==> config.mk <==
export PLATFORM = sky130hd
export DESIGN_NAME = fmr_top
export DESIGN_NICKNAME = d
export VERILOG_FILES = /design/src/verilog/fmr_pkg.sv /design/src/verilog/fmr_scan.sv /design/src/verilog/fmr_top.sv
export SDC_FILE = /design/constraint.sdc
export NUM_CORES = 1
export LEC_CHECK = 0
export BUFFER_PORTS_ARGS = -buffer_cell sky130_fd_sc_hd__buf_4
export CAP_MARGIN = 20
export CORE_ASPECT_RATIO = 1.1
export CORE_MARGIN = 2
export CORE_UTILIZATION = 50
export CTS_CLUSTER_SIZE = 40
export DETAILED_ROUTE_END_ITERATION = 8
export PLACE_DENSITY = 0.75
export SLEW_MARGIN = 20
export SYNTH_ARGS = -nofsm -noshare
export SYNTH_HDL_FRONTEND = slang
export SYNTH_SLANG_ARGS = --single-unit
==> constraint.sdc <==
create_clock -name clk -period 3.7 [get_ports clk]
set_input_delay 0.185 -clock clk [delete_from_list [all_inputs] [get_ports clk]]
set_output_delay 0.185 -clock clk [all_outputs]
set_load 0.05 [all_outputs]
==> src/verilog/fmr_pkg.sv <==
// Register map, field layout and carrier types of the fault monitor
package fmr_pkg;

  // ****************************************
  // Register byte offsets
  // ****************************************
  localparam logic [7:0] REG_CTRL = 8'h00;
  localparam logic [7:0] REG_WDT_LOAD = 8'h04;
  localparam logic [7:0] REG_WDT_KICK = 8'h08;
  localparam logic [7:0] REG_RST_CAUSE = 8'h0C;
  localparam logic [7:0] REG_EXC_STATUS = 8'h10;
  localparam logic [7:0] REG_EXC_CLEAR = 8'h14;
  localparam logic [7:0] REG_EXC_ENABLE = 8'h18;
  localparam logic [7:0] REG_HV_STATUS = 8'h1C;
  localparam logic [7:0] REG_SENS_EN = 8'h20;
  localparam logic [7:0] REG_SP_BASE = 8'h24;
  localparam logic [7:0] REG_SP_STEP = 8'h08;
  localparam logic [7:0] REG_SP_HI = 8'h04;

  // ****************************************
  // Control fields
  // ****************************************
  localparam int CTRL_DREAD_BIT = 0;
  localparam int CTRL_WDT_EN_BIT = 1;
  localparam int CTRL_WDT_RST_BIT = 2;
  localparam int CTRL_W = 3;
  localparam logic [CTRL_W-1:0] CTRL_RST = 3'h0;

  // ****************************************
  // Exception status bits
  // ****************************************
  localparam int EXC_SENSOR = 0;
  localparam int EXC_NVM_ECC = 1;
  localparam int EXC_STACK0 = 2;
  localparam int EXC_ARITH = 5;
  localparam int EXC_CIPHER = 6;
  localparam int EXC_WDT = 7;
  localparam int EXC_DREAD = 8;
  localparam int EXC_W = 9;

  // ****************************************
  // Reset cause codes
  // ****************************************
  localparam int CAUSE_W = 4;
  localparam logic [CAUSE_W-1:0] CAUSE_NONE = 4'h0;
  localparam logic [CAUSE_W-1:0] CAUSE_POWERON = 4'h1;
  localparam logic [CAUSE_W-1:0] CAUSE_SENSOR = 4'h2;
  localparam logic [CAUSE_W-1:0] CAUSE_RAM_PAR = 4'h3;
  localparam logic [CAUSE_W-1:0] CAUSE_SCAN_PAR = 4'h4;
  localparam logic [CAUSE_W-1:0] CAUSE_ROM_PAR = 4'h5;
  localparam logic [CAUSE_W-1:0] CAUSE_WDT = 4'h6;

  // ****************************************
  // High-voltage check, memories, stack, watchdog
  // ****************************************
  localparam int HV_VALID_BIT = 0;
  localparam int HV_OK_BIT = 1;
  localparam int HV_W = 2;
  localparam int MEM_DW = 32;
  localparam int MEM_PW = 4;
  localparam int MEM_LW = MEM_DW / MEM_PW;
  localparam int SP_W = 16;
  localparam int N_PRIV = 3;
  localparam logic [SP_W-1:0] SP_LO_RST = 16'h0000;
  localparam logic [SP_W-1:0] SP_HI_RST = 16'hFFFF;
  localparam logic [31:0] WDT_LOAD_RST = 32'h0000_FFFF;

  typedef enum logic [1:0] {PRIV_USER, PRIV_SYSTEM, PRIV_SUPER} fmr_priv_type;

  typedef struct packed {
    logic valid;
    logic [MEM_DW-1:0] data;
    logic [MEM_PW-1:0] par;
  } fmr_mem_rd_type;

  typedef struct packed {
    logic valid;
    fmr_priv_type priv;
    logic [SP_W-1:0] value;
  } fmr_sp_wr_type;

  // Feedback taps of a maximal shift register, widths 8 to 12
  function automatic logic [15:0] lfsr_taps(input int aw);
    case (aw)
      8: return 16'h00B8;
      9: return 16'h0110;
      10: return 16'h0240;
      11: return 16'h0500;
      default: return 16'h0829;
    endcase
  endfunction

endpackage

==> src/verilog/fmr_scan.sv <==
// Background RAM parity scanner address generator
`timescale 1ns/100ps
module fmr_scan #(
  parameter int AW = 10
) (
  // Clock and reset
  input wire logic clk,
  input wire logic resetn,
  // RAM arbitration
  input wire logic cpu_ram_busy,
  output logic scan_req,
  output logic [AW-1:0] scan_addr
);

  // ****************************************
  // Elaboration check
  // ****************************************
  if (AW < 8 || AW > 12)
  begin : g_bad_aw
    $error("fmr_scan: AW must lie between 8 and 12");
  end

  localparam logic [15:0] TAPS = fmr_pkg::lfsr_taps(AW);

  logic [AW-1:0] lfsr_r;
  logic [AW-1:0] lfsr_nxt;
  logic fb;

  // Only steal idle RAM cycles, never stall software
  assign scan_req = !cpu_ram_busy;
  assign scan_addr = lfsr_r;

  // Zero insertion stretches the sequence to every address, all zero included
  always_comb
  begin
    fb = (^(lfsr_r & TAPS[AW-1:0])) ^ (lfsr_r[AW-2:0] == '0);
    lfsr_nxt = lfsr_r;
    if (scan_req)
    begin
      lfsr_nxt = {lfsr_r[AW-2:0], fb}; // Pseudo-random visiting order
    end
  end

  // Address state
  always_ff @(posedge clk or negedge resetn)
  begin
    if (!resetn)
    begin
      lfsr_r <= '0;
    end
    else
    begin
      lfsr_r <= lfsr_nxt;
    end
  end

endmodule

==> src/verilog/fmr_top.sv <==
// Fault monitor: sensors, parity, stack limits, watchdog, reset cause and exceptions
//
// Overview of operation
// - Out-of-range sensor forces reset or exception
// - Inverted correction mode raises exception on error
// - Parity checked on every RAM read
// - Idle-cycle scanner checks all RAM randomly
// - Any RAM parity error triggers security reset
// - Defined reset values; reset cause visible
// - Exception reason visible to software
// - Software cannot disable the sensors
// - Three stack pointers, one per privilege
// - Current privilege's stack outside its limits raises exception
// - High-voltage check sampled, no automatic event
// - Software switches double-read detection
// - Watchdog idle until software enables it
// - Disabled coprocessor use raises exception
// - ROM parity error also forces reset
//
// Our own choices: the AHB-Lite interface to the registers and the address map.
`timescale 1ns/100ps
module fmr_top #(
  parameter int N_SENS = 4,
  parameter logic [31:0] SENS_RST_MASK = 32'h0000_0003,
  parameter int RAM_AW = 10,
  parameter int WDT_W = 16
) (
  // Clock and reset
  input wire logic clk,
  input wire logic resetn,
  // AHB-Lite slave
  input wire logic hsel,
  input wire logic [31:0] haddr,
  input wire logic [1:0] htrans,
  input wire logic hwrite,
  input wire logic [2:0] hsize,
  input wire logic [31:0] hwdata,
  input wire logic hready,
  output logic hreadyout,
  output logic [31:0] hrdata,
  output logic hresp,
  // Sensors
  input wire logic [N_SENS-1:0] sensor_alarm,
  output logic [N_SENS-1:0] sensor_en,
  // Memories
  input wire fmr_pkg::fmr_mem_rd_type ram_rd,
  input wire logic cpu_ram_busy,
  output logic scan_req,
  output logic [RAM_AW-1:0] scan_addr,
  input wire fmr_pkg::fmr_mem_rd_type scan_rd,
  input wire fmr_pkg::fmr_mem_rd_type rom_rd,
  // Non-volatile memory
  input wire logic inv_ecc_en,
  input wire logic nvm_ecc_err,
  input wire logic nvm_dread_mismatch,
  output logic nvm_dread_en,
  input wire logic nvm_write_active,
  input wire logic hv_ok,
  // Core
  input wire fmr_pkg::fmr_priv_type cur_priv,
  input wire fmr_pkg::fmr_sp_wr_type sp_wr,
  input wire logic arith_disabled,
  input wire logic cipher_disabled,
  input wire logic arith_use,
  input wire logic cipher_use,
  // Responses
  output logic exc_irq,
  output logic sec_reset_req
);

  // ****************************************
  // Elaboration checks
  // ****************************************
  if (N_SENS < 1 || N_SENS > 32)
  begin : g_bad_sens
    $error("fmr_top: N_SENS must lie between 1 and 32");
  end
  if (WDT_W < 8 || WDT_W > 32)
  begin : g_bad_wdt
    $error("fmr_top: WDT_W must lie between 8 and 32");
  end

  localparam int NP = fmr_pkg::N_PRIV;

  // ****************************************
  // Declarations
  // ****************************************
  logic [N_SENS-1:0] sens_meta_r, sens_sync_r, sens_prev_r, sens_rise;
  logic hv_meta_r, hv_sync_r;
  logic wr_pend_r, wr_pend_nxt;
  logic [7:0] wr_addr_r, wr_addr_nxt;
  logic [31:0] hrdata_r, hrdata_nxt, rd_mux;
  logic [fmr_pkg::CTRL_W-1:0] ctrl_r, ctrl_nxt;
  logic [WDT_W-1:0] wdt_load_r, wdt_load_nxt, wdt_cnt_r, wdt_cnt_nxt;
  logic [fmr_pkg::EXC_W-1:0] exc_en_r, exc_en_nxt, exc_status_r, exc_status_nxt, exc_clr, ev;
  logic [fmr_pkg::CAUSE_W-1:0] cause_r, cause_nxt, rst_code;
  logic cause_unread_r, cause_unread_nxt, cause_clr, cause_rd;
  logic sec_rst_r, sec_rst_nxt;
  logic [fmr_pkg::HV_W-1:0] hv_status_r, hv_status_nxt;
  logic hv_prev_r, hv_acc_r, hv_acc_nxt;
  logic [fmr_pkg::SP_W-1:0] sp_r [NP], sp_nxt [NP], sp_lo_r [NP], sp_lo_nxt [NP];
  logic [fmr_pkg::SP_W-1:0] sp_hi_r [NP], sp_hi_nxt [NP];
  logic [NP-1:0] sp_viol;
  logic [fmr_pkg::MEM_PW-1:0] ram_err, scan_err, rom_err;
  logic rd_take, wdt_kick, wdt_expire, sens_rst_ev, sens_exc_ev;
  logic ram_bad, scan_bad, rom_bad;

  // ****************************************
  // Pin synchronisers
  // ****************************************
  // Sensors and the HV comparator are asynchronous to clk
  always_ff @(posedge clk or negedge resetn)
  begin
    if (!resetn)
    begin
      sens_meta_r <= '0;
      sens_sync_r <= '0;
      sens_prev_r <= '0;
      hv_meta_r <= 1'b0;
      hv_sync_r <= 1'b0;
    end
    else
    begin
      sens_meta_r <= sensor_alarm;
      sens_sync_r <= sens_meta_r;
      sens_prev_r <= sens_sync_r;
      hv_meta_r <= hv_ok;
      hv_sync_r <= hv_meta_r;
    end
  end

  // Edge only, so a held alarm fires one reset, not a stream
  assign sens_rise = sens_sync_r & ~sens_prev_r;
  assign sens_rst_ev = |(sens_rise & SENS_RST_MASK[N_SENS-1:0]);
  assign sens_exc_ev = |(sens_rise & ~SENS_RST_MASK[N_SENS-1:0]);
  assign sensor_en = '1; // Sensors always on, no writable enable

  // ****************************************
  // Parity checks and background scanner
  // ****************************************
  // Even parity, one bit per lane
  for (genvar p = 0; p < fmr_pkg::MEM_PW; p++)
  begin : g_par
    localparam int LW = fmr_pkg::MEM_LW;
    assign ram_err[p] = ^{ram_rd.data[p*LW +: LW], ram_rd.par[p]};
    assign scan_err[p] = ^{scan_rd.data[p*LW +: LW], scan_rd.par[p]};
    assign rom_err[p] = ^{rom_rd.data[p*LW +: LW], rom_rd.par[p]};
  end
  assign ram_bad = ram_rd.valid && |ram_err;
  assign scan_bad = scan_rd.valid && |scan_err;
  assign rom_bad = rom_rd.valid && |rom_err;

  fmr_scan #(
    .AW(RAM_AW)
  ) u_scan (
    .clk(clk),
    .resetn(resetn),
    .cpu_ram_busy(cpu_ram_busy),
    .scan_req(scan_req),
    .scan_addr(scan_addr)
  );

  // ****************************************
  // Stack pointers and limit checks
  // ****************************************
  // One pointer and one pair of limits per privilege level
  for (genvar i = 0; i < NP; i++)
  begin : g_sp
    always_comb
    begin
      sp_nxt[i] = sp_r[i];
      if (sp_wr.valid && sp_wr.priv == fmr_pkg::fmr_priv_type'(i))
      begin
        sp_nxt[i] = sp_wr.value;
      end
    end
    // Level check also catches limits tightened under a live pointer
    assign sp_viol[i] = (cur_priv == fmr_pkg::fmr_priv_type'(i)) &&
                        (sp_r[i] < sp_lo_r[i] || sp_r[i] > sp_hi_r[i]);
  end

  // ****************************************
  // AHB-Lite register access
  // ****************************************
  assign rd_take = hsel && htrans[1] && hready && !hwrite;
  assign cause_rd = rd_take && haddr[7:0] == fmr_pkg::REG_RST_CAUSE;

  // Read mux sampled in the address phase, driven from a flop in the data phase
  always_comb
  begin
    rd_mux = 32'h0000_0000;
    case (haddr[7:0])
      fmr_pkg::REG_CTRL: rd_mux[fmr_pkg::CTRL_W-1:0] = ctrl_r;
      fmr_pkg::REG_WDT_LOAD: rd_mux[WDT_W-1:0] = wdt_load_r;
      fmr_pkg::REG_RST_CAUSE: rd_mux[fmr_pkg::CAUSE_W-1:0] = cause_r;
      fmr_pkg::REG_EXC_STATUS: rd_mux[fmr_pkg::EXC_W-1:0] = exc_status_r;
      fmr_pkg::REG_EXC_ENABLE: rd_mux[fmr_pkg::EXC_W-1:0] = exc_en_r;
      fmr_pkg::REG_HV_STATUS: rd_mux[fmr_pkg::HV_W-1:0] = hv_status_r;
      fmr_pkg::REG_SENS_EN: rd_mux[N_SENS-1:0] = sensor_en;
      default:
      begin
        for (int i = 0; i < NP; i++)
        begin
          if (haddr[7:0] == 8'(fmr_pkg::REG_SP_BASE + fmr_pkg::REG_SP_STEP * i))
          begin
            rd_mux[fmr_pkg::SP_W-1:0] = sp_lo_r[i];
          end
          if (haddr[7:0] == 8'(fmr_pkg::REG_SP_BASE + fmr_pkg::REG_SP_STEP * i + fmr_pkg::REG_SP_HI))
          begin
            rd_mux[fmr_pkg::SP_W-1:0] = sp_hi_r[i];
          end
        end
      end
    endcase
  end

  // Write decode in the data phase; unmapped writes fall away
  always_comb
  begin
    wr_pend_nxt = hsel && htrans[1] && hready && hwrite;
    wr_addr_nxt = wr_pend_nxt ? haddr[7:0] : wr_addr_r;
    hrdata_nxt = rd_take ? rd_mux : hrdata_r;
    ctrl_nxt = ctrl_r;
    wdt_load_nxt = wdt_load_r;
    exc_en_nxt = exc_en_r;
    sp_lo_nxt = sp_lo_r;
    sp_hi_nxt = sp_hi_r;
    exc_clr = '0;
    cause_clr = 1'b0;
    wdt_kick = 1'b0;
    if (wr_pend_r)
    begin
      case (wr_addr_r)
        fmr_pkg::REG_CTRL: ctrl_nxt = hwdata[fmr_pkg::CTRL_W-1:0];
        fmr_pkg::REG_WDT_LOAD: wdt_load_nxt = hwdata[WDT_W-1:0];
        fmr_pkg::REG_WDT_KICK: wdt_kick = 1'b1;
        fmr_pkg::REG_RST_CAUSE: cause_clr = 1'b1;
        fmr_pkg::REG_EXC_CLEAR: exc_clr = hwdata[fmr_pkg::EXC_W-1:0];
        fmr_pkg::REG_EXC_ENABLE: exc_en_nxt = hwdata[fmr_pkg::EXC_W-1:0];
        fmr_pkg::REG_SENS_EN: ; // Write dropped on purpose
        default:
        begin
          for (int i = 0; i < NP; i++)
          begin
            if (wr_addr_r == 8'(fmr_pkg::REG_SP_BASE + fmr_pkg::REG_SP_STEP * i))
            begin
              sp_lo_nxt[i] = hwdata[fmr_pkg::SP_W-1:0];
            end
            if (wr_addr_r == 8'(fmr_pkg::REG_SP_BASE + fmr_pkg::REG_SP_STEP * i + fmr_pkg::REG_SP_HI))
            begin
              sp_hi_nxt[i] = hwdata[fmr_pkg::SP_W-1:0];
            end
          end
        end
      endcase
    end
  end

  assign hreadyout = 1'b1; // Zero wait states
  assign hresp = 1'b0; // Always OKAY
  assign hrdata = hrdata_r;
  assign nvm_dread_en = ctrl_r[fmr_pkg::CTRL_DREAD_BIT];

  // ****************************************
  // Watchdog
  // ****************************************
  // Disabled counter sits at the load value, so enabling starts a full period
  always_comb
  begin
    wdt_expire = 1'b0;
    wdt_cnt_nxt = wdt_cnt_r;
    if (!ctrl_r[fmr_pkg::CTRL_WDT_EN_BIT] || wdt_kick)
    begin
      wdt_cnt_nxt = wdt_load_r;
    end
    else if (wdt_cnt_r == '0)
    begin
      wdt_expire = 1'b1;
      wdt_cnt_nxt = wdt_load_r;
    end
    else
    begin
      wdt_cnt_nxt = wdt_cnt_r - 1'b1;
    end
  end

  // ****************************************
  // High-voltage check during NVM writes
  // ****************************************
  // Result only lands in a register; nothing else reacts to it
  always_comb
  begin
    hv_acc_nxt = hv_acc_r;
    hv_status_nxt = hv_status_r;
    if (nvm_write_active)
    begin
      hv_acc_nxt = (hv_prev_r ? hv_acc_r : 1'b1) & hv_sync_r;
    end
    else if (hv_prev_r)
    begin
      hv_status_nxt[fmr_pkg::HV_VALID_BIT] = 1'b1;
      hv_status_nxt[fmr_pkg::HV_OK_BIT] = hv_acc_r;
    end
  end

  // ****************************************
  // Exceptions, reset requests and reset cause
  // ****************************************
  always_comb
  begin
    ev = '0;
    ev[fmr_pkg::EXC_SENSOR] = sens_exc_ev;
    ev[fmr_pkg::EXC_NVM_ECC] = nvm_ecc_err && inv_ecc_en;
    ev[fmr_pkg::EXC_STACK0 +: NP] = sp_viol;
    ev[fmr_pkg::EXC_ARITH] = arith_use && arith_disabled;
    ev[fmr_pkg::EXC_CIPHER] = cipher_use && cipher_disabled;
    ev[fmr_pkg::EXC_WDT] = wdt_expire && !ctrl_r[fmr_pkg::CTRL_WDT_RST_BIT];
    ev[fmr_pkg::EXC_DREAD] = nvm_dread_mismatch && ctrl_r[fmr_pkg::CTRL_DREAD_BIT];
    // Set wins over a clear in the same cycle
    exc_status_nxt = (exc_status_r & ~exc_clr) | ev;
    // Highest priority source names the cause when several coincide
    rst_code = fmr_pkg::CAUSE_NONE;
    if (sens_rst_ev)
      rst_code = fmr_pkg::CAUSE_SENSOR;
    else if (ram_bad)
      rst_code = fmr_pkg::CAUSE_RAM_PAR;
    else if (scan_bad)
      rst_code = fmr_pkg::CAUSE_SCAN_PAR;
    else if (rom_bad)
      rst_code = fmr_pkg::CAUSE_ROM_PAR;
    else if (wdt_expire && ctrl_r[fmr_pkg::CTRL_WDT_RST_BIT])
      rst_code = fmr_pkg::CAUSE_WDT;
    sec_rst_nxt = rst_code != fmr_pkg::CAUSE_NONE;
    cause_nxt = cause_clr ? fmr_pkg::CAUSE_NONE : cause_r;
    cause_unread_nxt = (cause_unread_r && !cause_rd && !cause_clr);
    // An unread cause is never replaced
    if (sec_rst_nxt && !cause_unread_nxt)
    begin
      cause_nxt = rst_code;
      cause_unread_nxt = 1'b1;
    end
  end

  assign exc_irq = |(exc_status_r & exc_en_r);
  assign sec_reset_req = sec_rst_r;

  // ****************************************
  // State registers
  // ****************************************
  always_ff @(posedge clk or negedge resetn)
  begin
    if (!resetn)
    begin
      wr_pend_r <= 1'b0;
      wr_addr_r <= '0;
      hrdata_r <= '0;
      ctrl_r <= fmr_pkg::CTRL_RST;
      wdt_load_r <= WDT_W'(fmr_pkg::WDT_LOAD_RST);
      wdt_cnt_r <= WDT_W'(fmr_pkg::WDT_LOAD_RST);
      exc_en_r <= '0;
      exc_status_r <= '0;
      cause_r <= fmr_pkg::CAUSE_POWERON;
      cause_unread_r <= 1'b1;
      sec_rst_r <= 1'b0;
      hv_status_r <= '0;
      hv_prev_r <= 1'b0;
      hv_acc_r <= 1'b0;
      for (int i = 0; i < NP; i++)
      begin
        sp_r[i] <= fmr_pkg::SP_LO_RST;
        sp_lo_r[i] <= fmr_pkg::SP_LO_RST;
        sp_hi_r[i] <= fmr_pkg::SP_HI_RST;
      end
    end
    else
    begin
      wr_pend_r <= wr_pend_nxt;
      wr_addr_r <= wr_addr_nxt;
      hrdata_r <= hrdata_nxt;
      ctrl_r <= ctrl_nxt;
      wdt_load_r <= wdt_load_nxt;
      wdt_cnt_r <= wdt_cnt_nxt;
      exc_en_r <= exc_en_nxt;
      exc_status_r <= exc_status_nxt;
      cause_r <= cause_nxt;
      cause_unread_r <= cause_unread_nxt;
      sec_rst_r <= sec_rst_nxt;
      hv_status_r <= hv_status_nxt;
      hv_prev_r <= nvm_write_active;
      hv_acc_r <= hv_acc_nxt;
      sp_r <= sp_nxt;
      sp_lo_r <= sp_lo_nxt;
      sp_hi_r <= sp_hi_nxt;
    end
  end
endmodule

Word-level counts from Yosys, hierarchy flattened
Index checks and enable logic that the tools add are counted.
{"block": "totals", "register_bits": 256, "input_bits": 220, "out_inout_bits": 52, "wordCells": 179}
{"block": "op_classes", "n_addsub": 1, "magnitude_cmp": 6, "n_eq_ne": 28, "mux": 30, "bitwise_logic": 10, "n_reduce_logical": 75}
{"operator": "$mux 16", "n": 8}
{"operator": "$eq 8x6->1 const B", "n": 14}
{"operator": "$reduce_xor 9->1", "n": 12}
{"operator": "$gt 16x16->1", "n": 3}
{"operator": "$lt 16x16->1", "n": 3}
{"operator": "$eq 8x5->1 const B", "n": 5}
{"operator": "$eq 8x4->1 const B", "n": 3}
{"operator": "$logic_and 1x1->1", "n": 23}
{"operator": "$pmux 5 s4", "n": 1}
{"operator": "$and 9x9->9", "n": 2}
{"operator": "$mux 9", "n": 2}
{"operator": "$reduce_and 3->1", "n": 6}
{"operator": "$eq 8x3->1 const B", "n": 2}
{"operator": "$logic_not 16->1", "n": 1}
{"operator": "$logic_not 8->1", "n": 2}
{"operator": "$mux 4", "n": 4}
{"operator": "$reduce_or 4->1", "n": 4}
{"operator": "$sub 16x1->16 const B", "n": 1}
{"operator": "$pmux 2 s7", "n": 1}
{"operator": "$pmux 7 s2", "n": 1}
{"operator": "$reduce_xor 10->1", "n": 1}
{"operator": "$logic_not 9->1", "n": 1}
{"operator": "$mux 3", "n": 3}
{"operator": "$not 9->9", "n": 1}
{"operator": "21 further kinds", "n": 46}

Depth between registers and ports, before layout
{"block": "logic_depth", "ltp_word": 14, "depth_mapped": 10, "depth_no_buf": 10}

Modules after synthesis
A second synthesis with hierarchy kept.
{"block": "hier_totals", "hier_cells": 1266, "area_unflattened_um2": 14098.5}
{"module": "fmr_top", "instances": 1, "cells_per_inst": 1237, "area_each_um2": 13674.4, "seq_area_each_um2": 6233.5}
{"module": "fmr_scan", "instances": 1, "cells_per_inst": 29, "area_each_um2": 424.2, "seq_area_each_um2": 250.2}

Least setup slack after synthesis
Ideal clock, no wire load.
{"block": "synth_timing", "path_type": "reg2reg", "startpoint": "register sp_hi_r[9] (netlist name)", "endpoint": "register exc_status_r[4] (netlist name)", "setup_time_ns": 0.126, "arrival_ns": 2.049, "required_time_ns": 3.574, "slack_ns": 1.525, "path_stages_with_launch": 11, "n_path_buf": 0, "period_less_slack_ns": 2.175, "path_cell_list": "dfstp_2 > inv_1 > ha_1 > a21o_1 > a21o_1 > a21oi_1 > o21ai_0 > a21o_1 > a21oi_1 > o21ai_0 > a221o_1"}
{"block": "synth_between", "elab_chain_len": 4}
{"item": "from (decl)", "line": "fmr_top.sv:102", "source": "logic [fmr_pkg::SP_W-1:0] sp_hi_r [NP], sp_hi_nxt [NP];"}
{"item": "from (signal, indexed assignment)", "line": "fmr_top.sv:372", "source": "sp_hi_r[i] <= fmr_pkg::SP_HI_RST;"}
{"item": "from (signal assigned)", "line": "fmr_top.sv:393", "source": "sp_hi_r <= sp_hi_nxt;"}
{"item": "$gt 16x16->1", "line": "fmr_top.sv:179", "source": "(sp_r[i] < sp_lo_r[i] || sp_r[i] > sp_hi_r[i]);"}
{"item": "$logic_or 1x1->1", "line": "fmr_top.sv:179"}
{"item": "$logic_and 1x1->1", "line": "fmr_top.sv:178", "source": "assign sp_viol[i] = (cur_priv == fmr_pkg::fmr_priv_type'(i)) &&"}
{"item": "$or 9x9->9", "line": "fmr_top.sv:320", "source": "exc_status_nxt = (exc_status_r & ~exc_clr) | ev;"}
{"item": "net exc_status_nxt, one bit", "line": "fmr_top.sv:95", "source": "logic [fmr_pkg::EXC_W-1:0] exc_en_r, exc_en_nxt, exc_status_r, exc_status_nxt, exc_clr, ev;"}
{"item": "to (signal assigned)", "line": "fmr_top.sv:384", "source": "exc_status_r <= exc_status_nxt;"}
{"item": "to (decl)", "line": "fmr_top.sv:95"}
The timed path passes the listed nets, and every way through them passes these cells.
A chain may end at the register's enable or synchronous reset.

Final worst setup path
{"block": "layout_timing", "startpoint": "register wr_addr_r[7]", "endpoint": "register exc_status_r[5] (netlist name)"}
{"block": "layout_between", "elab_chain_len": 6}
{"item": "from (decl)", "line": "fmr_top.sv:91", "source": "logic [7:0] wr_addr_r, wr_addr_nxt;"}
{"item": "from (signal assigned)", "line": "fmr_top.sv:378", "source": "wr_addr_r <= wr_addr_nxt;"}
{"item": "$eq 8x5->1", "line": "fmr_top.sv:233", "source": "case (wr_addr_r)"}
{"item": "$mux 9", "line": "fmr_top.sv:233"}
{"item": "$mux 9", "line": "fmr_top.sv:231", "source": "if (wr_pend_r)"}
{"item": "$not 9->9", "line": "fmr_top.sv:320"}
{"item": "$and 9x9->9", "line": "fmr_top.sv:320"}
{"item": "$or 9x9->9", "line": "fmr_top.sv:320"}
{"item": "net exc_status_nxt, one bit", "line": "fmr_top.sv:95"}
The timed path passes the listed nets, and every way through them passes these cells.

==> impl_metrics.env <==
export IMPL_netlist_area_leader_share_pct=30.6
export IMPL_core_area_mm2=0.0278
export IMPL_clk_path_buf_depth=3
export IMPL_ctsResizeCount=0
export IMPL_num_vias=10800
export IMPL_max_slew_margin_rel_pct=33.5
export IMPL_worst_endpoint_required_ps=4110
export IMPL_final_setup_viol_count=0
export IMPL_placementRows=64
export IMPL_setup_reg_to_reg_worst_slack_ps=1030
export IMPL_htreeDepth=1
export IMPL_routabilityCongestion=0.914
export IMPL_grt_start_max_net_pins=102
export IMPL_clock_sinks=255
export IMPL_grt_total_usage_pct=25.5
export IMPL_drc=0
export IMPL_synth_enable_flop_cells=0
export IMPL_layout_min_cycle_time_ps=2670
export IMPL_synth_ff_latch_count=255
export IMPL_pin_count=272
export IMPL_syn_inst=1252
export IMPL_synth_seq_area_share_pct=45.8
export IMPL_nFillCells=2250
export IMPL_timing_hold_worst_class="in -> reg"
export IMPL_max_cap_viol_count=0
export IMPL_critPathKind="reg -> reg"
export IMPL_number_of_antenna_violations_at_the_first_check_in_global_routing=0
export IMPL_layout_drive_gt1_share_pct=35.5
export IMPL_tightest_slew_ps=995
export IMPL_cp_data_arrival_time_ps=3080
export IMPL_postCtsSetupRepairBufs=0
export IMPL_die_width_um=164
export IMPL_ys_async_sr_fraction_pct=100
export IMPL_crit_start_category="flop"
export IMPL_final_min_period_over_clock_period_pct=72.3
export IMPL_end_kind="flop"
export IMPL_nets=1836
export IMPL_hold_buffers=52
export IMPL_grt_pass1_wl_um=59000
export IMPL_rsz0062_at_grt="false"
export IMPL_area_taken_by_multi_input_logic_gates_mm2=0.00704
export IMPL_area_growth_synth_to_final_pct=23.5
export IMPL_timing_final_hold_violations=0
export IMPL_leakage_uw=0.00819
export IMPL_dp_hpwl_um=28100
export IMPL_syn_cell_area_mm2=0.0141
export IMPL_critical_path_peak_fanout=9
export IMPL_initial_utilization_pct=50.9
export IMPL_ys_warnings_count=0
export IMPL_clkTransAtPathRegs_ps=60
export IMPL_number_of_global_route_vias_before_repair=11200
export IMPL_drt_iter0_markers=849
export IMPL_layout_core_utilization_pct=62.9
export IMPL_seqCellArea_mm2=0.00648
export IMPL_chipHeight_um=180
export IMPL_remaining_antenna_violation_count=0
export IMPL_status="finished, final reports clean"
export IMPL_power_per_cell_area_mw_per_mm2=511
export IMPL_clk_root_buffer_cell="clkbuf_16"
export IMPL_grt_remaining_overflow=0
export IMPL_finalWirelength_um=37500
export IMPL_synth_top_cells_by_area="dfrtp_1 (31%), dfstp_2 (15%), mux2_2 (14%)"
export IMPL_max_clock_freq_ghz=0.374
export IMPL_vdd_ir_drop_max_uv=373
export IMPL_synth_main_ff_cell="dfrtp_1"
export IMPL_cts_tree="yes"
export IMPL_port_buffers=205
export IMPL_timing_clock_skew_ps=8.84
export IMPL_number_of_search_and_repair_iterations_in_the_first_detailed_routing_pass=5
export IMPL_yosysTopAreaCell="dfrtp_1"
export IMPL_wire_per_inst_um=19.7
export IMPL_totalNegativeSetupSlack_ps=0
export IMPL_yosysUniqueCellTypes=67
export IMPL_clock_latency_ps=530
export IMPL_routed_via_density=5.69
export IMPL_numCtsBuffers=27
export IMPL_num_antenna_cells=0
export IMPL_number_of_max_slew_violations_in_the_final_report=0
export IMPL_synthesis_area_per_instance_um2=11.3
export IMPL_die_area_mm2=0.0296
## routing by layer
metal  global-route usage, %  share of wire (%)  up-vias
li1                        -                  -     4968
met1                    31.5                 39     5341
met2                    44.0                 50      423
met3                    3.77                6.0       94
met4                    10.9                4.9        0
met5                       0                  0        -
## flip-flops by register name, summed over array words and instances (netlist names)
register	count
wr_pend_r	1
sp_lo_r	48
hv_meta_r	1
sp_r	48
cause_unread_r	1
sens_prev_r	4
exc_status_r	9
sens_meta_r	4
hv_sync_r	1
u_scan.scan_addr	10
hv_prev_r	1
sens_sync_r	4
sp_hi_r	48
hv_status_r	2
sec_reset_req	1
wr_addr_r	8
hv_acc_r	1
wdt_load_r	16
exc_en_r	9
hrdata	16
cause_r	3
ctrl_r	3
wdt_cnt_r	16
## cells in the mapped netlist (9+ instances only)
cell        n
mux2_2    181
dfrtp_1   173
inv_1     107
ha_1       95
dfstp_2    82
nand2_1    80
xnor2_1    78
o21ai_0    46
a21o_1     37
a21oi_1    36
nor2_1     32
a22oi_1    26
clkbuf_1   25
buf_4      23
xor2_1     23
nand4_1    21
nand3_1    18
a222oi_1   14
nor3_1     13
a221oi_1   11
nand2b_1   10
nor2b_1    10
nor4_1     10
a22o_1      9
## where the power goes
group | leakage, uW | internal, uW | switching, uW
registers | 0.00293 | 3300 | 414
clock network | 0.000422 | 1530 | 1120
logic | 0.00483 | 1200 | 1360
## final cells by class
cell class / instances / share of cell area [%]
sequential: 255 / 37.1
inverter: 107 / 2.30
multi-input combinational: 855 / 40.3
timing repair buffer: 275 / 12.7
tap: 363 / 2.60
clock buffer: 35 / 4.38
clock inverter: 14 / 0.630
## kinds of logic after synthesis
| kind of cell | count (synthesis) | synth area share, % |
|---|---|---|
| AO/OA/AOI/OAI | 227 | 11.3 |
| XOR/XNOR | 105 | 6.89 |
| multiplexers | 185 | 14.7 |
| other | 2 | 0.0531 |
| flip-flops | 255 | 45.8 |
| AND/OR/NAND/NOR | 221 | 7.87 |
| buffers and inverters | 162 | 4.97 |
| adder cells (fa/ha/maj) | 95 | 8.40 |
## metrics by stage
stage	setup WS (ps)	instances	power (uW)	cell area, um2	hold slack (ps)
after floorplan	1520	1272	5430	14200	-111
after global placement	1310	1803	6150	16100	267
after detailed placement	1180	1803	6250	16100	281
after CTS	985	1904	8960	17500	8.87
after global routing	942	1904	9420	17500	15.7
final	1030	1904	8920	17500	17.5
## layout by cell type, fill, tap and decap left out, types with 5 or more instances in the layout
master,instances
buf_4,221
mux2_2,181
dfrtp_1,173
inv_1,107
ha_1,95
dfstp_2,82
nand2_1,80
xnor2_1,78
dlygate4sd3_1,52
o21ai_0,46
a21o_1,37
a21oi_1,36
nor2_1,32
clkbuf_16,27
a22oi_1,26
xor2_1,23
conb_1,22
nand4_1,21
nand3_1,18
a222oi_1,14
nor3_1,13
a221oi_1,11
nor4_1,10
nor2b_1,10
nand2b_1,10
a22o_1,9
a31oi_1,8
nand3b_1,6
o211ai_1,6
clkinv_2,6
clkbuf_8,6
a211oi_1,5
a221o_1,5
clkinvlp_4,5
## critical path, stage by stage (launching register included)
cell,delay [ps]
dfrtp_1,370
or3b_1,430
or3_2,470
nor2_2,430
nand2_1,120
a22o_1,190
dlygate4sd3_1,540
## worst paths after layout
kind                       cells after the start         endpoint    startpoint
setup / recovery                               6  exc_status_r[5]  wr_addr_r[7]
hold / removal                                 2      sp_hi_r[32]     hwdata[0]
setup reg to reg                               6  exc_status_r[5]  wr_addr_r[7]
hold reg to reg                                0        hv_sync_r     hv_meta_r
max in group asynchronous                      3      sp_hi_r[14]        resetn
min in group asynchronous                      2         sp_r[40]        resetn
Note: power is estimated with default switching activity, not from simulation.
